$ cat config.mk
export PLATFORM = sky130hd
export DESIGN_NAME = spi_core
export DESIGN_NICKNAME = d
export VERILOG_FILES = /design/src/spi_core_pkg.sv /design/src/spi_core.sv
export SDC_FILE = /design/constraint.sdc
export NUM_CORES = 1
export LEC_CHECK = 0
export BUFFER_PORTS_ARGS = -buffer_cell sky130_fd_sc_hd__buf_4
export CELL_PAD_IN_SITES_DETAIL_PLACEMENT = 1
export CELL_PAD_IN_SITES_GLOBAL_PLACEMENT = 1
export CORE_UTILIZATION = 40
export CTS_CLUSTER_DIAMETER = 120
export DETAILED_ROUTE_END_ITERATION = 16
export PLACE_DENSITY_LB_ADDON = 0.08
export SLEW_MARGIN = 0
export SYNTH_ARGS = -nofsm -noshare
export SYNTH_HDL_FRONTEND = slang
export SYNTH_SLANG_ARGS = --single-unit
$ cat constraint.sdc
create_clock -name clk -period 5.2 [get_ports clk]
set_clock_uncertainty 0.2 [all_clocks]
set_input_delay 0.26 -clock clk [delete_from_list [all_inputs] [get_ports clk]]
set_output_delay 0.26 -clock clk [all_outputs]
set_load 0.01 [all_outputs]
$ cat src/spi_core_pkg.sv
// Package with register map, field positions, reset values and state types of the SPI core.
package spi_core_pkg;

  // ==========================================================================
  // Register byte offsets on APB
  // ==========================================================================
  localparam logic [7:0] OFF_CTRL_ONE = 8'h00;
  localparam logic [7:0] OFF_CONTROL_REG_TWO = 8'h04;
  localparam logic [7:0] OFF_BAUD = 8'h08;
  localparam logic [7:0] OFF_SERIAL_STATUS = 8'h0C;
  localparam logic [7:0] OFF_DATA_HIGH = 8'h10;
  localparam logic [7:0] OFF_DATA_LOW = 8'h14;
  localparam logic [7:0] OFF_MATCH_HIGH = 8'h18;
  localparam logic [7:0] OFF_MATCH_LOW = 8'h1C;

  // ==========================================================================
  // Field positions
  // ==========================================================================
  localparam int C1_IRQ_ENABLE = 7;
  localparam int C1_CORE_ENABLE = 6;
  localparam int C1_MASTER_SELECT = 4;
  localparam int C1_CLOCK_POLARITY = 3;
  localparam int C1_CLOCK_PHASE = 2;
  localparam int C1_SELECT_OUTPUT = 1;
  localparam int C1_LSB_FIRST = 0;
  localparam int C2_WORD_LENGTH = 6;
  localparam int C2_FAULT_DETECT = 4;
  localparam int C2_BIDIR_OUTPUT = 3;
  localparam int C2_BIDIR_MODE = 0;
  localparam int ST_RX_FULL = 7;
  localparam int ST_MATCH = 6;
  localparam int ST_TX_EMPTY = 5;
  localparam int ST_MODE_FAULT = 4;

  // ==========================================================================
  // Write masks, abort masks and reset values
  // ==========================================================================
  localparam logic [7:0] C1_WRITE_MASK = 8'hDF;
  localparam logic [7:0] C1_ABORT_MASK = 8'h0F;
  localparam logic [7:0] C2_WRITE_MASK = 8'h59;
  localparam logic [7:0] C2_ABORT_MASK = 8'h51;
  localparam logic [7:0] BAUD_WRITE_MASK = 8'h77;
  localparam logic [7:0] CTRL_ONE_RESET = 8'h04;
  localparam logic [7:0] CTRL_TWO_RESET = 8'h00;
  localparam logic [7:0] BAUD_RESET = 8'h00;
  localparam logic [5:0] EDGES_BYTE = 6'h10;
  localparam logic [5:0] EDGES_WORD = 6'h20;

  // ==========================================================================
  // Types
  // ==========================================================================
  typedef enum logic [1:0] {
    XS_IDLE = 2'b00,
    XS_LEAD = 2'b01,
    XS_RUN = 2'b11,
    XS_TAIL = 2'b10
  } xfer_state_t;

  typedef struct packed {
    logic sclk;
    logic mosi;
    logic miso;
    logic ss_n;
  } pins_in_t;

  typedef struct packed {
    logic sclk_o;
    logic sclk_oe;
    logic mosi_o;
    logic mosi_oe;
    logic miso_o;
    logic miso_oe;
    logic ss_n_o;
    logic ss_n_oe;
  } pins_out_t;

  typedef struct packed {
    logic [7:0] ctrl_one;
    logic [7:0] control_reg_two;
    logic [7:0] baud;
    logic rx_full_flag;
    logic match_flag;
    logic tx_empty_flag;
    logic mode_fault_flag;
    logic tx_armed;
    logic fault_armed;
    logic rx_armed;
    logic match_armed;
    logic [15:0] tx_buf;
    logic [15:0] rx_buf;
    logic [15:0] match_val;
    logic [15:0] shifter;
    logic sample;
    logic [1:0][15:0] rd_hold;
    logic [1:0] rd_held;
    logic [1:0] rd_high;
    logic [1:0][15:0] wr_hold;
    logic [1:0][1:0] wr_got;
    xfer_state_t xfer;
    logic [9:0] div_cnt;
    logic [5:0] edge_cnt;
    logic sclk_phase;
    logic [2:0] sclk_sync;
    logic [1:0] ss_sync;
    logic [1:0] mosi_sync;
    logic [1:0] miso_sync;
    logic [31:0] prdata;
    logic pslverr;
  } state_t;

endpackage

$ cat src/spi_core.sv
// SPI master and slave transfer core with APB register access.
// What this block does
// - Status read with tx empty, then data write, loads shifter and starts master transfer.
// - Master drives serial clock pin at rate from rate and prescale selects.
// - With fault detect and select output enabled, master drives SS low while busy.
// - Low SS input in master with fault detect set and select output clear clears master select, outputs off.
// - Mode fault during a transfer aborts it and forces idle.
// - Mode fault sets its flag; interrupt request raised when interrupt enable set.
// - Master waits a full serial clock cycle (lead half plus one run half) after data write before the first clock edge.
// - Changing format, rate or pin configuration bits in master aborts and idles.
// - With master select clear the clock pin is an input from the master.
// - SS must stay low through a slave transfer; early rise forces idle.
// - Slave output is released while SS high, first bit driven when low.
// - Slave ignores clock edges and does not shift while SS high.
// - Phase clear: slave latches input on odd edges, shifts on even edges.
// - Phase set: slave latches input on even edges, shifts on odd edges.
// - Both phases put first bit out at select; phase set does not shift on first edge.
// - After 8 or 16 shifts, word moves to receive buffer, rx full set.
// - Word length is 8 or 16 bits, chosen by the length select bit.
// - In 8-bit mode high data and match bytes read zero, writes ignored.
// - In 16-bit mode data bytes are read and written as coherent pairs.
// - In 16-bit mode match bytes are read and written as coherent pairs.
// - Toggling length select in master aborts, idles and resets all status.
// - Master clock is bus clock over prescale 1 to 8 and rate 2 to 256.
// - Bidirectional mode uses one data pin, direction from bidir output enable.
//
// The APB register port and the register addresses were chosen for this implementation.
`timescale 1ns/1ps

module spi_core (
  input wire logic clk,
  input wire logic rstn,
  input wire logic psel,
  input wire logic penable,
  input wire logic pwrite,
  input wire logic [7:0] paddr,
  input wire logic [31:0] pwdata,
  output logic [31:0] prdata,
  output logic pready,
  output logic pslverr,
  input wire spi_core_pkg::pins_in_t pins_in,
  output spi_core_pkg::pins_out_t pins_out,
  output logic irq
);
  import spi_core_pkg::*;

  // ==========================================================================
  // Helper functions
  // ==========================================================================
  function automatic logic [15:0] shift_in(input logic [15:0] sh, input logic b,
                                           input logic lsb, input logic wide);
    logic [15:0] r;
    r = sh;
    if (wide)
    begin
      r = lsb ? {b, sh[15:1]} : {sh[14:0], b};
    end
    else
    begin
      r[7:0] = lsb ? {b, sh[7:1]} : {sh[6:0], b};
    end
    return r;
  endfunction

  function automatic logic out_bit(input logic [15:0] sh, input logic lsb, input logic wide);
    return lsb ? sh[0] : (wide ? sh[15] : sh[7]);
  endfunction

  // ==========================================================================
  // State and derived controls
  // ==========================================================================
  state_t state_reg;
  state_t state_next;
  logic master;
  logic wide;
  logic clock_phase_sel;
  logic lsb;
  logic fault_mode;
  logic ss_out_mode;
  logic bidir;
  logic [10:0] half_len;
  logic tick;
  logic slave_edge;
  logic fault_now;
  logic setup_ph;
  logic write_ph;
  logic done_pulse;

  assign master = state_reg.ctrl_one[C1_MASTER_SELECT] & state_reg.ctrl_one[C1_CORE_ENABLE];
  assign wide = state_reg.control_reg_two[C2_WORD_LENGTH];
  assign clock_phase_sel = state_reg.ctrl_one[C1_CLOCK_PHASE];
  assign lsb = state_reg.ctrl_one[C1_LSB_FIRST];
  assign bidir = state_reg.control_reg_two[C2_BIDIR_MODE];
  assign fault_mode = state_reg.control_reg_two[C2_FAULT_DETECT];
  assign ss_out_mode = fault_mode & state_reg.ctrl_one[C1_SELECT_OUTPUT];
  assign half_len = 11'({1'b0, state_reg.baud[6:4]} + 4'h1) << state_reg.baud[2:0];
  assign tick = (state_reg.xfer != XS_IDLE) && ({1'b0, state_reg.div_cnt} == half_len - 11'h1);
  assign slave_edge = !master && state_reg.ctrl_one[C1_CORE_ENABLE] && !state_reg.ss_sync[1]
                      && (state_reg.sclk_sync[1] != state_reg.sclk_sync[2]);
  assign fault_now = master && fault_mode && !ss_out_mode && !state_reg.ss_sync[1];
  assign setup_ph = psel && !penable;
  assign write_ph = psel && penable && pwrite;

  // ==========================================================================
  // Next-state logic
  // ==========================================================================
  always_comb
  begin
    logic [5:0] ec;
    logic [5:0] last;
    logic din;
    logic samp;
    logic abort;
    logic hi;
    int k;
    logic [15:0] val;
    logic [7:0] w;
    state_next = state_reg;
    ec = state_reg.edge_cnt + 6'h1;
    last = wide ? EDGES_WORD : EDGES_BYTE;
    din = 1'b0;
    samp = 1'b0;
    abort = 1'b0;
    hi = 1'b0;
    k = 0;
    val = 16'h0000;
    w = 8'h00;
    done_pulse = 1'b0;
    state_next.sclk_sync = {state_reg.sclk_sync[1:0], pins_in.sclk};
    state_next.ss_sync = {state_reg.ss_sync[0], pins_in.ss_n};
    state_next.mosi_sync = {state_reg.mosi_sync[0], pins_in.mosi};
    state_next.miso_sync = {state_reg.miso_sync[0], pins_in.miso};

    // Register reads act in the setup cycle so that read data comes from a flip-flop.
    if (setup_ph)
    begin
      state_next.prdata = 32'h0000_0000;
      state_next.pslverr = 1'b0;
      if (paddr == OFF_CTRL_ONE)
      begin
        state_next.prdata[7:0] = state_reg.ctrl_one;
      end
      else if (paddr == OFF_CONTROL_REG_TWO)
      begin
        state_next.prdata[7:0] = state_reg.control_reg_two;
      end
      else if (paddr == OFF_BAUD)
      begin
        state_next.prdata[7:0] = state_reg.baud;
      end
      else if (paddr == OFF_SERIAL_STATUS)
      begin
        state_next.prdata[ST_RX_FULL] = state_reg.rx_full_flag;
        state_next.prdata[ST_MATCH] = state_reg.match_flag;
        state_next.prdata[ST_TX_EMPTY] = state_reg.tx_empty_flag;
        state_next.prdata[ST_MODE_FAULT] = state_reg.mode_fault_flag;
        if (!pwrite)
        begin
          state_next.tx_armed = state_reg.tx_empty_flag;
          state_next.fault_armed = state_reg.mode_fault_flag;
          state_next.rx_armed = state_reg.rx_full_flag;
          state_next.match_armed = state_reg.match_flag;
        end
      end
      else if (paddr == OFF_DATA_HIGH || paddr == OFF_DATA_LOW
               || paddr == OFF_MATCH_HIGH || paddr == OFF_MATCH_LOW)
      begin
        k = (paddr == OFF_MATCH_HIGH || paddr == OFF_MATCH_LOW) ? 1 : 0;
        hi = (paddr == OFF_DATA_HIGH || paddr == OFF_MATCH_HIGH);
        val = (k == 1) ? state_reg.match_val : state_reg.rx_buf;
        if (!pwrite)
        begin
          if (!wide)
          begin
            state_next.prdata[7:0] = hi ? 8'h00 : val[7:0];
          end
          else if (state_reg.rd_held[k] && state_reg.rd_high[k] != hi)
          begin
            w = hi ? state_reg.rd_hold[k][15:8] : state_reg.rd_hold[k][7:0];
            state_next.prdata[7:0] = w;
            state_next.rd_held[k] = 1'b0;
          end
          else
          begin
            state_next.rd_hold[k] = val;
            state_next.rd_held[k] = 1'b1;
            state_next.rd_high[k] = hi;
            state_next.prdata[7:0] = hi ? val[15:8] : val[7:0];
          end
          if (k == 0 && state_reg.rx_armed)
          begin
            state_next.rx_full_flag = 1'b0;
            state_next.rx_armed = 1'b0;
          end
        end
      end
      else
      begin
        state_next.pslverr = 1'b1;
      end
    end

    // Register writes act at the access edge.
    if (write_ph)
    begin
      if (paddr == OFF_CTRL_ONE)
      begin
        abort = master && |((pwdata[7:0] ^ state_reg.ctrl_one) & C1_ABORT_MASK);
        if (state_reg.fault_armed)
        begin
          state_next.mode_fault_flag = 1'b0;
          state_next.fault_armed = 1'b0;
        end
        state_next.ctrl_one = pwdata[7:0] & C1_WRITE_MASK;
      end
      else if (paddr == OFF_CONTROL_REG_TWO)
      begin
        w = (pwdata[7:0] ^ state_reg.control_reg_two) & C2_ABORT_MASK;
        if (bidir || pwdata[C2_BIDIR_MODE])
        begin
          w[C2_BIDIR_OUTPUT] = pwdata[C2_BIDIR_OUTPUT] ^ state_reg.control_reg_two[C2_BIDIR_OUTPUT];
        end
        abort = master && (w != 8'h00);
        if (master && w[C2_WORD_LENGTH])
        begin
          state_next.rx_full_flag = 1'b0;
          state_next.match_flag = 1'b0;
          state_next.mode_fault_flag = 1'b0;
          state_next.tx_empty_flag = 1'b1;
          state_next.tx_armed = 1'b0;
          state_next.fault_armed = 1'b0;
          state_next.rx_armed = 1'b0;
          state_next.match_armed = 1'b0;
          state_next.wr_got = '0;
          state_next.rd_held = '0;
        end
        state_next.control_reg_two = pwdata[7:0] & C2_WRITE_MASK;
      end
      else if (paddr == OFF_BAUD)
      begin
        abort = master && |((pwdata[7:0] ^ state_reg.baud) & BAUD_WRITE_MASK);
        state_next.baud = pwdata[7:0] & BAUD_WRITE_MASK;
      end
      else if (paddr == OFF_SERIAL_STATUS)
      begin
        if (pwdata[ST_MATCH] && state_reg.match_armed)
        begin
          state_next.match_flag = 1'b0;
          state_next.match_armed = 1'b0;
        end
      end
      else if (paddr == OFF_DATA_HIGH || paddr == OFF_DATA_LOW
               || paddr == OFF_MATCH_HIGH || paddr == OFF_MATCH_LOW)
      begin
        k = (paddr == OFF_MATCH_HIGH || paddr == OFF_MATCH_LOW) ? 1 : 0;
        hi = (paddr == OFF_DATA_HIGH || paddr == OFF_MATCH_HIGH);
        if (!wide)
        begin
          if (!hi)
          begin
            state_next.wr_hold[k] = {8'h00, pwdata[7:0]};
            state_next.wr_got[k] = 2'b11;
          end
        end
        else if (hi)
        begin
          state_next.wr_hold[k][15:8] = pwdata[7:0];
          state_next.wr_got[k][1] = 1'b1;
        end
        else
        begin
          state_next.wr_hold[k][7:0] = pwdata[7:0];
          state_next.wr_got[k][0] = 1'b1;
        end
        if (state_next.wr_got[k] == 2'b11)
        begin
          state_next.wr_got[k] = 2'b00;
          if (k == 1)
          begin
            state_next.match_val = state_next.wr_hold[1];
          end
          else if (state_reg.tx_armed)
          begin
            state_next.tx_buf = state_next.wr_hold[0];
            state_next.tx_empty_flag = 1'b0;
            state_next.tx_armed = 1'b0;
          end
        end
      end
    end

    // Serial engine: master sequencing and slave edge handling.
    din = master ? (bidir ? state_reg.mosi_sync[1] : state_reg.miso_sync[1])
                 : (bidir ? state_reg.miso_sync[1] : state_reg.mosi_sync[1]);
    if (abort || !state_reg.ctrl_one[C1_CORE_ENABLE])
    begin
      state_next.xfer = XS_IDLE;
      state_next.edge_cnt = 6'h00;
      state_next.div_cnt = 10'h000;
      state_next.sclk_phase = 1'b0;
    end
    else if (!master && state_reg.ss_sync[1])
    begin
      state_next.edge_cnt = 6'h00;
      state_next.xfer = XS_IDLE;
    end
    else
    begin
      if (state_reg.xfer != XS_IDLE)
      begin
        state_next.div_cnt = tick ? 10'h000 : state_reg.div_cnt + 10'h001;
      end
      if ((master && state_reg.xfer == XS_RUN && tick) || slave_edge)
      begin
        state_next.sclk_phase = !state_reg.sclk_phase;
        state_next.edge_cnt = ec;
        samp = clock_phase_sel ? !ec[0] : ec[0];
        if (samp)
        begin
          state_next.sample = din;
          if (clock_phase_sel && ec == last)
          begin
            state_next.shifter = shift_in(state_reg.shifter, din, lsb, wide);
          end
        end
        else if (!(clock_phase_sel && ec == 6'h01))
        begin
          state_next.shifter = shift_in(state_reg.shifter, state_reg.sample, lsb, wide);
        end
        if (ec == last)
        begin
          done_pulse = 1'b1;
          state_next.rx_buf = wide ? state_next.shifter : {8'h00, state_next.shifter[7:0]};
          state_next.rx_full_flag = 1'b1;
          state_next.match_flag = (state_next.rx_buf == state_reg.match_val)
                                  || state_next.match_flag;
          state_next.edge_cnt = 6'h00;
          if (master)
          begin
            state_next.xfer = XS_TAIL;
          end
        end
      end
      else if (master && state_reg.xfer == XS_LEAD && tick)
      begin
        state_next.xfer = XS_RUN;
      end
      else if (master && state_reg.xfer == XS_TAIL && tick)
      begin
        state_next.xfer = XS_IDLE;
      end
      else if (state_reg.xfer == XS_IDLE && !state_reg.tx_empty_flag
               && state_reg.edge_cnt == 6'h00 && !slave_edge)
      begin
        state_next.shifter = state_reg.tx_buf;
        state_next.tx_empty_flag = 1'b1;
        state_next.div_cnt = 10'h000;
        if (master)
        begin
          state_next.xfer = XS_LEAD;
        end
      end
    end

    // A mode fault overrides the serial engine and master select in the same cycle.
    if (fault_now)
    begin
      state_next.ctrl_one[C1_MASTER_SELECT] = 1'b0;
      state_next.mode_fault_flag = 1'b1;
      state_next.xfer = XS_IDLE;
      state_next.edge_cnt = 6'h00;
      state_next.div_cnt = 10'h000;
      state_next.sclk_phase = 1'b0;
    end
  end

  always_ff @(posedge clk)
  begin
    if (!rstn)
    begin
      state_reg <= '0;
      state_reg.ctrl_one <= CTRL_ONE_RESET;
      state_reg.control_reg_two <= CTRL_TWO_RESET;
      state_reg.baud <= BAUD_RESET;
      state_reg.tx_empty_flag <= 1'b1;
      state_reg.xfer <= XS_IDLE;
      state_reg.sclk_sync <= 3'h0;
      state_reg.ss_sync <= 2'h3;
    end
    else
    begin
      state_reg <= state_next;
    end
  end

  // ==========================================================================
  // Outputs and pin drive
  // ==========================================================================
  assign prdata = state_reg.prdata;
  assign pslverr = state_reg.pslverr;
  assign pready = 1'b1;
  assign irq = state_reg.ctrl_one[C1_IRQ_ENABLE]
               & (state_reg.mode_fault_flag | state_reg.rx_full_flag);

  always_comb
  begin
    logic sbit;
    sbit = out_bit(state_reg.shifter, lsb, wide);
    pins_out = '0;
    pins_out.ss_n_o = 1'b1;
    pins_out.mosi_o = sbit;
    pins_out.miso_o = sbit;
    if (master)
    begin
      pins_out.sclk_oe = 1'b1;
      pins_out.sclk_o = state_reg.ctrl_one[C1_CLOCK_POLARITY] ^ state_reg.sclk_phase;
      pins_out.ss_n_oe = ss_out_mode;
      pins_out.ss_n_o = (state_reg.xfer == XS_IDLE);
      pins_out.mosi_oe = bidir ? state_reg.control_reg_two[C2_BIDIR_OUTPUT] : 1'b1;
    end
    else if (state_reg.ctrl_one[C1_CORE_ENABLE] && !state_reg.ss_sync[1]
             && !state_reg.mode_fault_flag)
    begin
      pins_out.miso_oe = bidir ? state_reg.control_reg_two[C2_BIDIR_OUTPUT] : 1'b1;
    end
  end
endmodule // spi_core

==> After elaboration in Yosys (flattened, before gate mapping) <==
Index checks and enable logic that the tools add are counted.
{ "op_classes": {"addsub": 4, "n_mul": 0, "n_div": 0, "n_lt_le_gt_ge": 2, "eq_ne": 26, "shifts": 1, "muxes": 197, "bitwise_logic": 27, "n_reduce_logical": 83} }
{ "op_table": {"columns": ["op", "n"], "rows": [
  ["$mux 16", 25],
  ["$mux 36", 9],
  ["$mux 8", 18],
  ["$bwmux 32", 4],
  ["$mux 4", 20],
  ["$mux 1", 73],
  ["$mux 10", 5],
  ["$mux 2", 25],
  ["$demux 16 s1", 3],
  ["$eq 8x5->1 const B", 4],
  ["$logic_and 1x1->1", 32],
  ["$logic_not 32->1", 1],
  ["$mux 24", 1],
  ["$reduce_and 4->1", 5],
  ["$mux 18", 1],
  ["$reduce_and 9->1", 2],
  ["$mux 17", 1],
  ["$eq 16x16->1", 1],
  ["$eq 8x4->1 const B", 2],
  ["$xor 7x7->7", 2],
  ["$mux 12", 1],
  ["$mux 6", 2],
  ["$or 4x4->4", 3],
  ["$reduce_and 6->1", 2],
  ["50 further kinds", 98]
]} }
{ "totals": {"ff_bits": 199, "latch_bits": 0, "ram_bits": 0, "mem_bits_ro": 0, "inputBits": 49, "mem_count": 0} }

==> Logic depth before layout (Yosys ltp) <==
Gate-level depths: netlist of run 1.
{ "depth": {"ltp_word": 33, "depth_mapped": 15, "mapped_depth_nobuf": 13} }

==> Worst setup path before layout of run 1 <==
OpenSTA, ideal clock, no wires.
{ "synth_timing": {"path_kind": "register to register", "start": "register state_reg[210] (netlist bit)", "end": "register state_reg[172] (netlist bit)", "setup_ns": 0.128, "arrival_ns": 3.533, "required_ns": 4.872, "slack_ns": 1.340, "path_stages_with_launch": 14, "cell_sequence": "dfxtp_1 > ha_1 > xor2_2 > mux4_2 > o31ai_2 > or3b_1 > o31a_1 > a211oi_2 > o2111ai_4 > o22ai_1 > buf_2 > buf_4 > mux2i_1 > nor2_1"} }
{ "synth_between": {"elab_chain_len": 10} }
{ "synth_rtl": {"columns": ["element", "line", "source"], "rows": [
  ["start, declared", "spi_core.sv:72", "state_t state_reg;"],
  ["start signal, assigned", "spi_core.sv:392", "state_reg <= state_next;"],
  ["branches (longest 9 deep; another with $sub 11x1->11)", null, null],
  ["$reduce_and 4->1 (no source line) *", null, null]
]} }
Mark *: on every way between the ends.
A chain may end at the register's enable or synchronous reset.

==> Final worst setup path of run 1 <==
{ "layout_timing": {"start": "register state_reg[211] (netlist bit)", "end": "register state_reg[47] (netlist bit)"} }
{ "layout_between": {"elab_chain_len": 9} }
{ "layout_rtl": {"columns": ["element"], "rows": [
  ["branches (longest 9 deep; another with $sub 11x1->11)"]
]} }
Several ways; the timed one is not identified.

==> results of run 1 <==
## placed cells by master (no fill, tap or decap), types with 5 or more instances in the layout
cell type	count
dfxtp_1	199
nor2_1	164
nand2_1	160
a21oi_1	84
buf_4	71
mux2i_1	70
o21ai_0	54
nand3_1	39
a211oi_1	34
nor3_1	28
xnor2_1	25
conb_1	25
inv_1	24
o21a_1	22
nand2b_1	20
xor2_1	19
a31oi_1	17
clkbuf_16	17
nor4_1	16
o22ai_1	16
mux2_2	16
dlygate4sd3_1	16
o22a_1	15
and2_1	14
or3_1	13
a22oi_1	13
and3_1	12
a311oi_1	11
o211a_1	10
nand4_1	9
a2111oi_0	9
a221oi_1	9
a21o_1	9
ha_1	8
clkinv_8	8
nor3b_1	6
or2_2	5
o211ai_1	5
o221ai_1	5
o31ai_1	5
## power by group through the flow
stage / Sequential (mW) / Clock, mW / Combinational [mW]
6_report: 1.53 / 1.42 / 0.142
2_1_floorplan: 1.57 / 0 / 0.0925
4_1_cts: 1.53 / 1.44 / 0.142
5_1_grt: 1.53 / 1.51 / 0.153
3_3_place_gp: 1.57 / 0 / 0.131
3_5_place_dp: 1.57 / 0 / 0.132
## per-stage QoR
stage	hold slack, ns	setup slack [ns]
after floorplan	0.161	1.34
after global placement	0.191	0.830
after detailed placement	0.195	0.798
after CTS	0.0757	0.777
after global routing	0.142	0.426
final	0.0863	0.746
## layout make-up
cell class / instances / area, um2
multi-input cells: 1030 / 6320
well taps: 341 / 427
repair buffers: 87 / 693
inverters: 26 / 100
clock inverters: 15 / 201
fillers: 3288 / 14800
flip-flops and latches: 199 / 3980
clock buffers: 17 / 425
## final timing paths
check	start	to	depth (start not counted)
max	state_reg[211]	state_reg[47]	11
min	penable	prdata[2]	5
max reg2reg	state_reg[211]	state_reg[47]	11
min reg2reg	state_next[38]	state_reg[38]	1
## worst max-delay path, cell delays in order, from the launching register on
cell and delay [ns]:
dfxtp_1 0.48, ha_1 0.34, xor2_2 0.14, mux4_2 0.56, o31ai_2 0.36, or3b_1 0.41
o31a_1 0.26, a211oi_2 0.27, o2111ai_4 0.18, o21a_1 0.44, or4_1 0.60, a21oi_1 0.16
## logic make-up (layout without fill, tap and decap cells)
family / count (synthesis) / after routing / share of synthesized area (%)
fa+ha+maj: 8 / 8 / 0.913
other cells: 2 / 25 / 0.0685
xor+xnor: 45 / 45 / 3.66
mux: 87 / 87 / 8.24
simple gates: 504 / 504 / 20.9
flops: 199 / 199 / 36.4
buf+inv: 161 / 145 / 6.93
compound gates: 361 / 361 / 22.9
## per-layer routing
layer | vias to the layer above | wire [um] | track usage [%]
met2 | 193 | 17000 | 42.8
met1 | 4961 | 17100 | 36.0
li1 | 4833 | - | -
met5 | - | 0 | 0
met4 | 0 | 652 | 7.34
met3 | 42 | 1510 | 3.69
==> summary.txt, run 1 <==
Run status
  • Status: finished clean

Logic synthesis
  • Post-synth top flop: dfxtp_1
  • Synth area leaders: dfxtp_1 36%, mux2i_1 6.4%, nor2_1 5.7%
  • Gate Count Post-Synth: 1367
  • Top post-synthesis cells by count: 199 x dfxtp_1, 165 x nor2_1, 160 x nand2_1
  • Mapped Area: 11000 um2
  • Synth Warn #: 0
  • Number of flops mapped to enable cells by yosys: 0
  • Syn_area_per_cell: 8.02 um2
  • Top-count cell post-synth: dfxtp_1
  • Area leader, netlist: dfxtp_1
  • FFs w/ async S/R, synth: 0%
  • Distinct cell type count of the synthesized netlist: 80
  • Seq/Total Area, Yosys: 36.4%
  • Yosys reg bits: 199
  • Share of the synthesized area in the top cell type: 36.4%

Global route
  • Gr ovfl total: 0
  • Vias in the first global route: 9707
  • Largest net degree at the start of global routing: 76
  • Initial antenna violation count: 0
  • Global-route wire length before repair: 57000 um
  • GRT Total Usage: 26.2%

Clocking
  • CTS tree: built
  • TritonCTS buffer count: 17
  • Cells resized by post-CTS repair: 0
  • Reg clk slew, reported paths: 0.08 ns
  • Clk_lat worst skew: 0.47 ns
  • Root buf cell: clkbuf_16
  • CTS Sinks: 199
  • Setup Fix Bufs, Post-CTS: 0
  • Max Buffers Root-to-Sink: 2
  • CTS Hold Bufs: 16
  • CTS HTree Levels: 4

Floorplanning
  • Die height: 168 um
  • Die Wd: 168 um
  • Die area: 28100 um2
  • Placement row count: 60
  • CORE AREA: 27000 um2
  • # IOs: 92
  • Starting Density: 40.7%

Detailed routing
  • Via count: 10000
  • Final ANT Viol Nets: 0
  • Initial DRC count: 724
  • Drt total wl: 36200 um
  • Average routed wire per standard cell: 21.1 um
  • Vias/cell: 5.85
  • Drt pass-1 iters: 5
  • Post-route DRC: 0

STA
  • Unrepaired setup endpoints after global routing: no
  • Fmax: 224 MHz
  • Endpoints failing setup: 0
  • Rel. slew slack: 25.5%
  • Fin crit share: 85.7%
  • Final Max Tran Viols: 0
  • Fin Setup TNS: 0 ns
  • Hold Fails Final Rpt: 0
  • Period minus WS final: 4.45 ns
  • Worst-Margin Slew: 1.11 ns

Cells and area
  • Final Core Density: 45.1%
  • Largest register FFs: 181
  • Non-filler cells, final: 1715
  • Synth-to-layout area growth: 10.9%
  • N_diodes: 0
  • Fin area: 12200 um2
  • # nets final: 1418
  • Share of layout cells above drive strength 1: 10.4%

Worst setup path
  • WP data required: 5.39 ns
  • Crit path launch type: flip-flop
  • Nature of the critical path endpoint: flip-flop
  • R2r setup slk: 0.75 ns
  • Worst-path maximum fanout: 15
  • Crit path DAT: 4.65 ns
  • Crit path kind: flip-flop to flip-flop

Power
  • P_sw: 0.856 mW
  • Reg power frac: 49.5%
  • Sw Share: 27.7%
  • Clock share of power: 45.9%
  • Combinational share of power: 4.6%
  • Max VDD drop: 234 uV
  • Pint: 2.23 mW
  • Pwr dens: 254 nW/um2
  • Leak Pwr: 4.63 nW
  • Design Power: 3.09 mW

Place
  • Post-DP HPWL: 25200 um
  • Post-placement cell area: 11400 um2
  • Dpl cells: 1667
  • Gpl congestion: 0.860
  • Port bufs: 42

Job
  • Max_cap viols: 0

Worst hold path
  • Worst Hold Class: primary input to flip-flop
Note: power is estimated with default switching activity, not from simulation.
==> run 2, diff against run 1 <==
- REMOVE_ABC_BUFFERS: default -> 1
==> run 2 against run 1 <==
Against the previous run: global-route usage is 0.23 points higher; largest cell class unchanged; combinational power hardly changed; power is 2.6% lower; cell count hardly changed.
==> summary.txt, run 2 (synthesized netlist as in run 1, its figures left out) <==
Run status
  • Status: finished clean

Power
  • Sw Share: 26.5%
  • P_sw: 0.798 mW
  • Combinational share of power: 4.8%
  • Max VDD drop: 233 uV
  • Pint: 2.21 mW
  • Clock share of power: 44.4%
  • Reg power frac: 50.9%
  • Pwr dens: 249 nW/um2
  • Leak Pwr: 4.60 nW

STA
  • Worst-Margin Slew: 1.03 ns
  • Rel. slew slack: 31.1%
  • Fin Setup TNS: 0 ns
  • Setup ws final: 0.758 ns
  • Fmax: 225 MHz
  • Endpoints failing setup: 0
  • Period minus WS final: 4.44 ns
  • Unrepaired setup endpoints after global routing: no
  • Fin crit share: 85.4%
  • Final Max Tran Viols: 0
  • Hold Fails Final Rpt: 0

Global route
  • Met1 usage: 34.3%
  • GRT Total Usage: 26.4%
  • Gr ovfl total: 0
  • GR Util met2: 44.9%
  • Largest net degree at the start of global routing: 68
  • GRT busiest layer: met2
  • Initial antenna violation count: 0
  • Met3 Resource Use GR: 3.85%
  • Global-route wire length before repair: 57400 um
  • Vias in the first global route: 9999

Worst setup path
  • Path depth of the worst reg2reg path: 11
  • Crit path kind: flip-flop to flip-flop
  • WP data required: 5.39 ns
  • Worst-path maximum fanout: 17
  • Reg-to-reg startpoint: state_reg[211]
  • Nature of the critical path endpoint: flip-flop
  • CP max stage delay: 0.60 ns
  • R2r setup slk: 0.76 ns
  • Crit path DAT: 4.63 ns
  • Cells along the critical path: ha_1, xor2_2, mux4_2, o31ai_2, or3b_1, o31a_1, a211oi_2, o2111ai_4, o21a_1, or4_1, a21oi_1
  • CP max stage cell: or4_1
  • R2r endpoint: state_reg[47]
  • Crit path launch type: flip-flop

Floorplanning
  • # IOs: 92
  • Placement row count: 60
  • Die Wd: 168 um
  • Die height: 168 um
  • CORE AREA: 27000 um2
  • Die area: 28100 um2
  • Starting Density: 40.7%

Cells and area
  • Share of layout cells above drive strength 1: 10.3%
  • # nets final: 1419
  • Most frequent cells in the layout: 199 x dfxtp_1, 164 x nor2_1, 160 x nand2_1, 84 x a21oi_1, 72 x buf_4
  • Area of the multi-input gates: 6320 um2
  • Fillers: 3273
  • Register Area: 3980 um2
  • Most common cell after layout, fill and taps aside: dfxtp_1
  • Synth-to-layout area growth: 10.4%
  • Largest register FFs: 181
  • N_diodes: 0

Detailed routing
  • Via count: 10100
  • Initial DRC count: 625
  • Final ANT Viol Nets: 0
  • Drt total wl: 36600 um
  • Drt pass-1 iters: 5
  • Post-route DRC: 0
  • Vias/cell: 5.86
  • Average routed wire per standard cell: 21.3 um

Clocking
  • CTS HTree Levels: 4
  • TritonCTS buffer count: 17
  • CTS tree: built
  • CTS Sinks: 199
  • Reg clk slew, reported paths: 0.08 ns
  • Cells resized by post-CTS repair: 0
  • Root buf cell: clkbuf_16
  • Clk_lat worst skew: 0.46 ns
  • Max Buffers Root-to-Sink: 2

Worst hold path
  • Worst Hold Class: primary input to flip-flop
  • Worst hold endpoint: prdata[2]
  • Hold Path Depth: 5
  • Hold wc startpoint: penable

Place
  • Gpl congestion: 0.863
  • Port bufs: 42
  • DP Worst Slack: 0.781 ns
  • Post-DP HPWL: 25200 um

Job
  • Max_cap viols: 0
## run 2: cell types whose count changed in the layout (fill, tap and decap cells not counted), sizes merged
cell      delta
buf          +1
clkbuf       +2
clkinv       -6
clkinvlp     +2
inv          +2
## run 2: worst max-delay path by stage
stage,startpoint,to,slack [ns],depth (start not counted)
floorplan,state_reg[210],state_reg[166],0.37,11
global placement,state_reg[211],state_reg[47],0.83,11
detailed placement,state_reg[211],state_reg[47],0.78,11
CTS,state_reg[211],state_reg[47],0.76,11
global route,state_reg[211],state_reg[47],0.52,11
finish,state_reg[211],state_reg[47],0.76,11
## run 2: final cells by class
cell class	count	area share, %
Multi-Input combinational cell	1030	52.2
Sequential cell	199	32.9
Timing Repair Buffer	88	5.79
Clock buffer	19	3.58
Tap cell	341	3.53
Clock inverter	13	1.10
Inverter	26	0.827
## run 2: layer usage
metal  vias to the layer above  routed length (um)
li1                       4849                   -
met1                      4998               16800
met2                       169               17700
met3                        43                1190
met4                         0                 833
met5                         -                   0
## run 2: through the flow
stage	area, um2	hold WS (ns)	utilization [%]	power [mW]	cells
floorplan	10400	0.132	-	1.62	1255
global placement	11400	0.194	42.2	1.70	1668
detailed placement	11400	0.207	42.2	1.70	1668
CTS	12100	0.0745	44.9	3.03	1716
global route	12100	0.118	44.9	3.11	1716
finish	12100	0.0916	44.9	3.01	1716
## run 2: critical path, delay by kind of cell (launching register included)
family / cells / cell delay (ns)
fa+ha+maj: 1 / 0.31
simple gates: 2 / 1.01
mux: 1 / 0.56
flops: 1 / 0.47
xor+xnor: 1 / 0.14
compound gates: 6 / 1.67
## run 2: power by group through the flow
stage	clock network (mW)	logic, mW	registers (mW)
6_report	1.34	0.143	1.53
4_1_cts	1.36	0.143	1.53
2_1_floorplan	0	0.0578	1.57
5_1_grt	1.42	0.154	1.53
3_3_place_gp	0	0.132	1.57
3_5_place_dp	0	0.133	1.57
## run 2: timing repair
item / 4_1_cts / 5_1_grt
hold buffers: 16 / 0
hold endpoints to repair: 23 / 0
buffers inserted: 0 / 0
==> run 3, diff against run 2 <==
- PLACE_DENSITY_LB_ADDON: 0.08 -> 0.1
==> run 3 against run 2 <==
Against the previous run: clock power hardly changed; sequential share of layout area about the same; die area did not move; first-iteration DRC count grew 9.0%; largest power group unchanged; highest routed layer unchanged; sequential cell count unchanged; maximum frequency decreased by 1.5%.
==> summary.txt, run 3 (synthesized netlist as in run 1, its figures left out) <==
Worst hold path
  • Worst Hold Class: primary input to flip-flop
  • Hold wc startpoint: rstn

STA
  • Final hold slack: 0.0133 ns
  • Final Max Tran Viols: 0
  • Period minus WS final: 4.51 ns
  • Rel. slew slack: 26.1%
  • Unrepaired setup endpoints after global routing: no
  • Fmax: 222 MHz
  • Endpoints failing setup: 0
  • Fin Setup TNS: 0 ns
  • Worst-Margin Slew: 1.11 ns
  • Hold Fails Final Rpt: 0
  • Fin crit share: 86.7%

Global route
  • Global-route wire length before repair: 57200 um
  • GRT Total Usage: 26.4%
  • Initial antenna violation count: 0
  • Largest net degree at the start of global routing: 79
  • Gr ovfl total: 0
  • Vias in the first global route: 9903

Clocking
  • Clk_lat worst skew: 0.46 ns
  • Cells resized by post-CTS repair: 0
  • TritonCTS buffer count: 17
  • CTS tree: built
  • Setup Fix Bufs, Post-CTS: 0
  • Reg clk slew, reported paths: 0.08 ns
  • CTS Sinks: 199
  • CTS HTree Levels: 4
  • Max Buffers Root-to-Sink: 2
  • CTS Hold Bufs: 13
  • Root buf cell: clkbuf_16

Floorplanning
  • Starting Density: 40.7%
  • Die area: 28100 um2
  • Placement row count: 60
  • CORE AREA: 27000 um2
  • Die Wd: 168 um
  • Die height: 168 um
  • # IOs: 92

Detailed routing
  • Drt pass-1 iters: 8
  • Vias/cell: 5.91
  • Drt total wl: 36600 um
  • Via count: 10100
  • Initial DRC count: 681
  • Post-route DRC: 0
  • Final ANT Viol Nets: 0
  • Average routed wire per standard cell: 21.4 um

Place
  • Post-placement cell area: 11400 um2
  • Port bufs: 42
  • Post-DP HPWL: 25600 um
  • Gpl congestion: 0.860

Worst setup path
  • Nature of the critical path endpoint: flip-flop
  • Crit path DAT: 4.69 ns
  • Reg-to-reg startpoint: state_reg[210]
  • Worst-path maximum fanout: 24
  • Crit path kind: flip-flop to flip-flop
  • WP data required: 5.38 ns
  • Crit path launch type: flip-flop
  • Crit path launch: state_reg[210]

Cells and area
  • Synth-to-layout area growth: 10.4%
  • Most frequent cells in the layout: 199 x dfxtp_1, 164 x nor2_1, 160 x nand2_1, 84 x a21oi_1, 73 x buf_4
  • Fin area: 12100 um2
  • # nets final: 1417
  • Register Area: 3980 um2
  • Share of layout cells above drive strength 1: 10.6%
  • N_diodes: 0
  • Largest register FFs: 181
  • Fillers: 3291
  • Most common cell after layout, fill and taps aside: dfxtp_1
  • Area of the multi-input gates: 6320 um2

Power
  • Pwr dens: 251 nW/um2
  • Max VDD drop: 225 uV
  • Design Power: 3.04 mW
  • Leak Pwr: 4.62 nW

Job
  • Max_cap viols: 0

Run status
  • Status: finished clean
[run 3: cell count changes in the layout (fill, tap and decap cells not counted)]
cell / change
dlygate4sd3_1: -3
clkbuf_1: -2
buf_4: +1
clkinv_8: +1
clkinv_2: -1
clkinv_4: +3
clkinvlp_4: -2
clkbuf_8: +1
[run 3: where the power goes]
part           total, mW  switching, mW  internal (mW)  leakage (nW)
logic              0.139         0.0971         0.0423          2.72
clock network       1.37          0.706          0.660         0.292
registers           1.53        0.00307           1.53          1.60
[run 3: worst paths after layout]
| kind | endpoint | slack, ns | cells past startpoint |
|---|---|---|---|
| setup / recovery | state_reg[141] | 0.69 | 11 |
| hold / removal | state_next[38] | 0.01 | 2 |
| setup reg to reg | state_reg[141] | 0.69 | 11 |
| hold reg to reg | state_reg[36] | 0.24 | 1 |
[run 3: cell type report]
type	instances	share of cell area [%]
Clock inverter	14	1.28
Tap cell	341	3.52
Multi-Input combinational cell	1030	52.2
Timing Repair Buffer	86	5.60
Clock buffer	18	3.63
Sequential cell	199	32.9
Inverter	26	0.827
[run 3: critical path: stages (launching register included)]
cell	delay, ns
dfxtp_1	0.32
ha_1	0.26
xor2_2	0.20
mux4_2	0.55
o31ai_2	0.37
or3b_1	0.40
o31a_1	0.26
a211oi_2	0.28
o2111ai_4	0.29
o311ai_4	0.88
o21ai_0	0.23
a31oi_1	0.18
[run 3: per-layer routing]
layer	vias to the layer above	wire [um]	GRT usage, %
met5	-	0	0
met4	0	705	7.26
met3	44	1260	3.26
met2	194	17600	45.0
met1	5059	17100	34.9
li1	4834	-	-
[run 3: per-stage QoR]
step | setup WS (ns) | util (%) | cells
floorplan | 0.367 | - | 1255
global placement | 0.820 | 42.2 | 1669
detailed placement | 0.718 | 42.2 | 1669
CTS | 0.659 | 44.9 | 1714
global route | 0.399 | 44.9 | 1714
finish | 0.691 | 44.9 | 1714
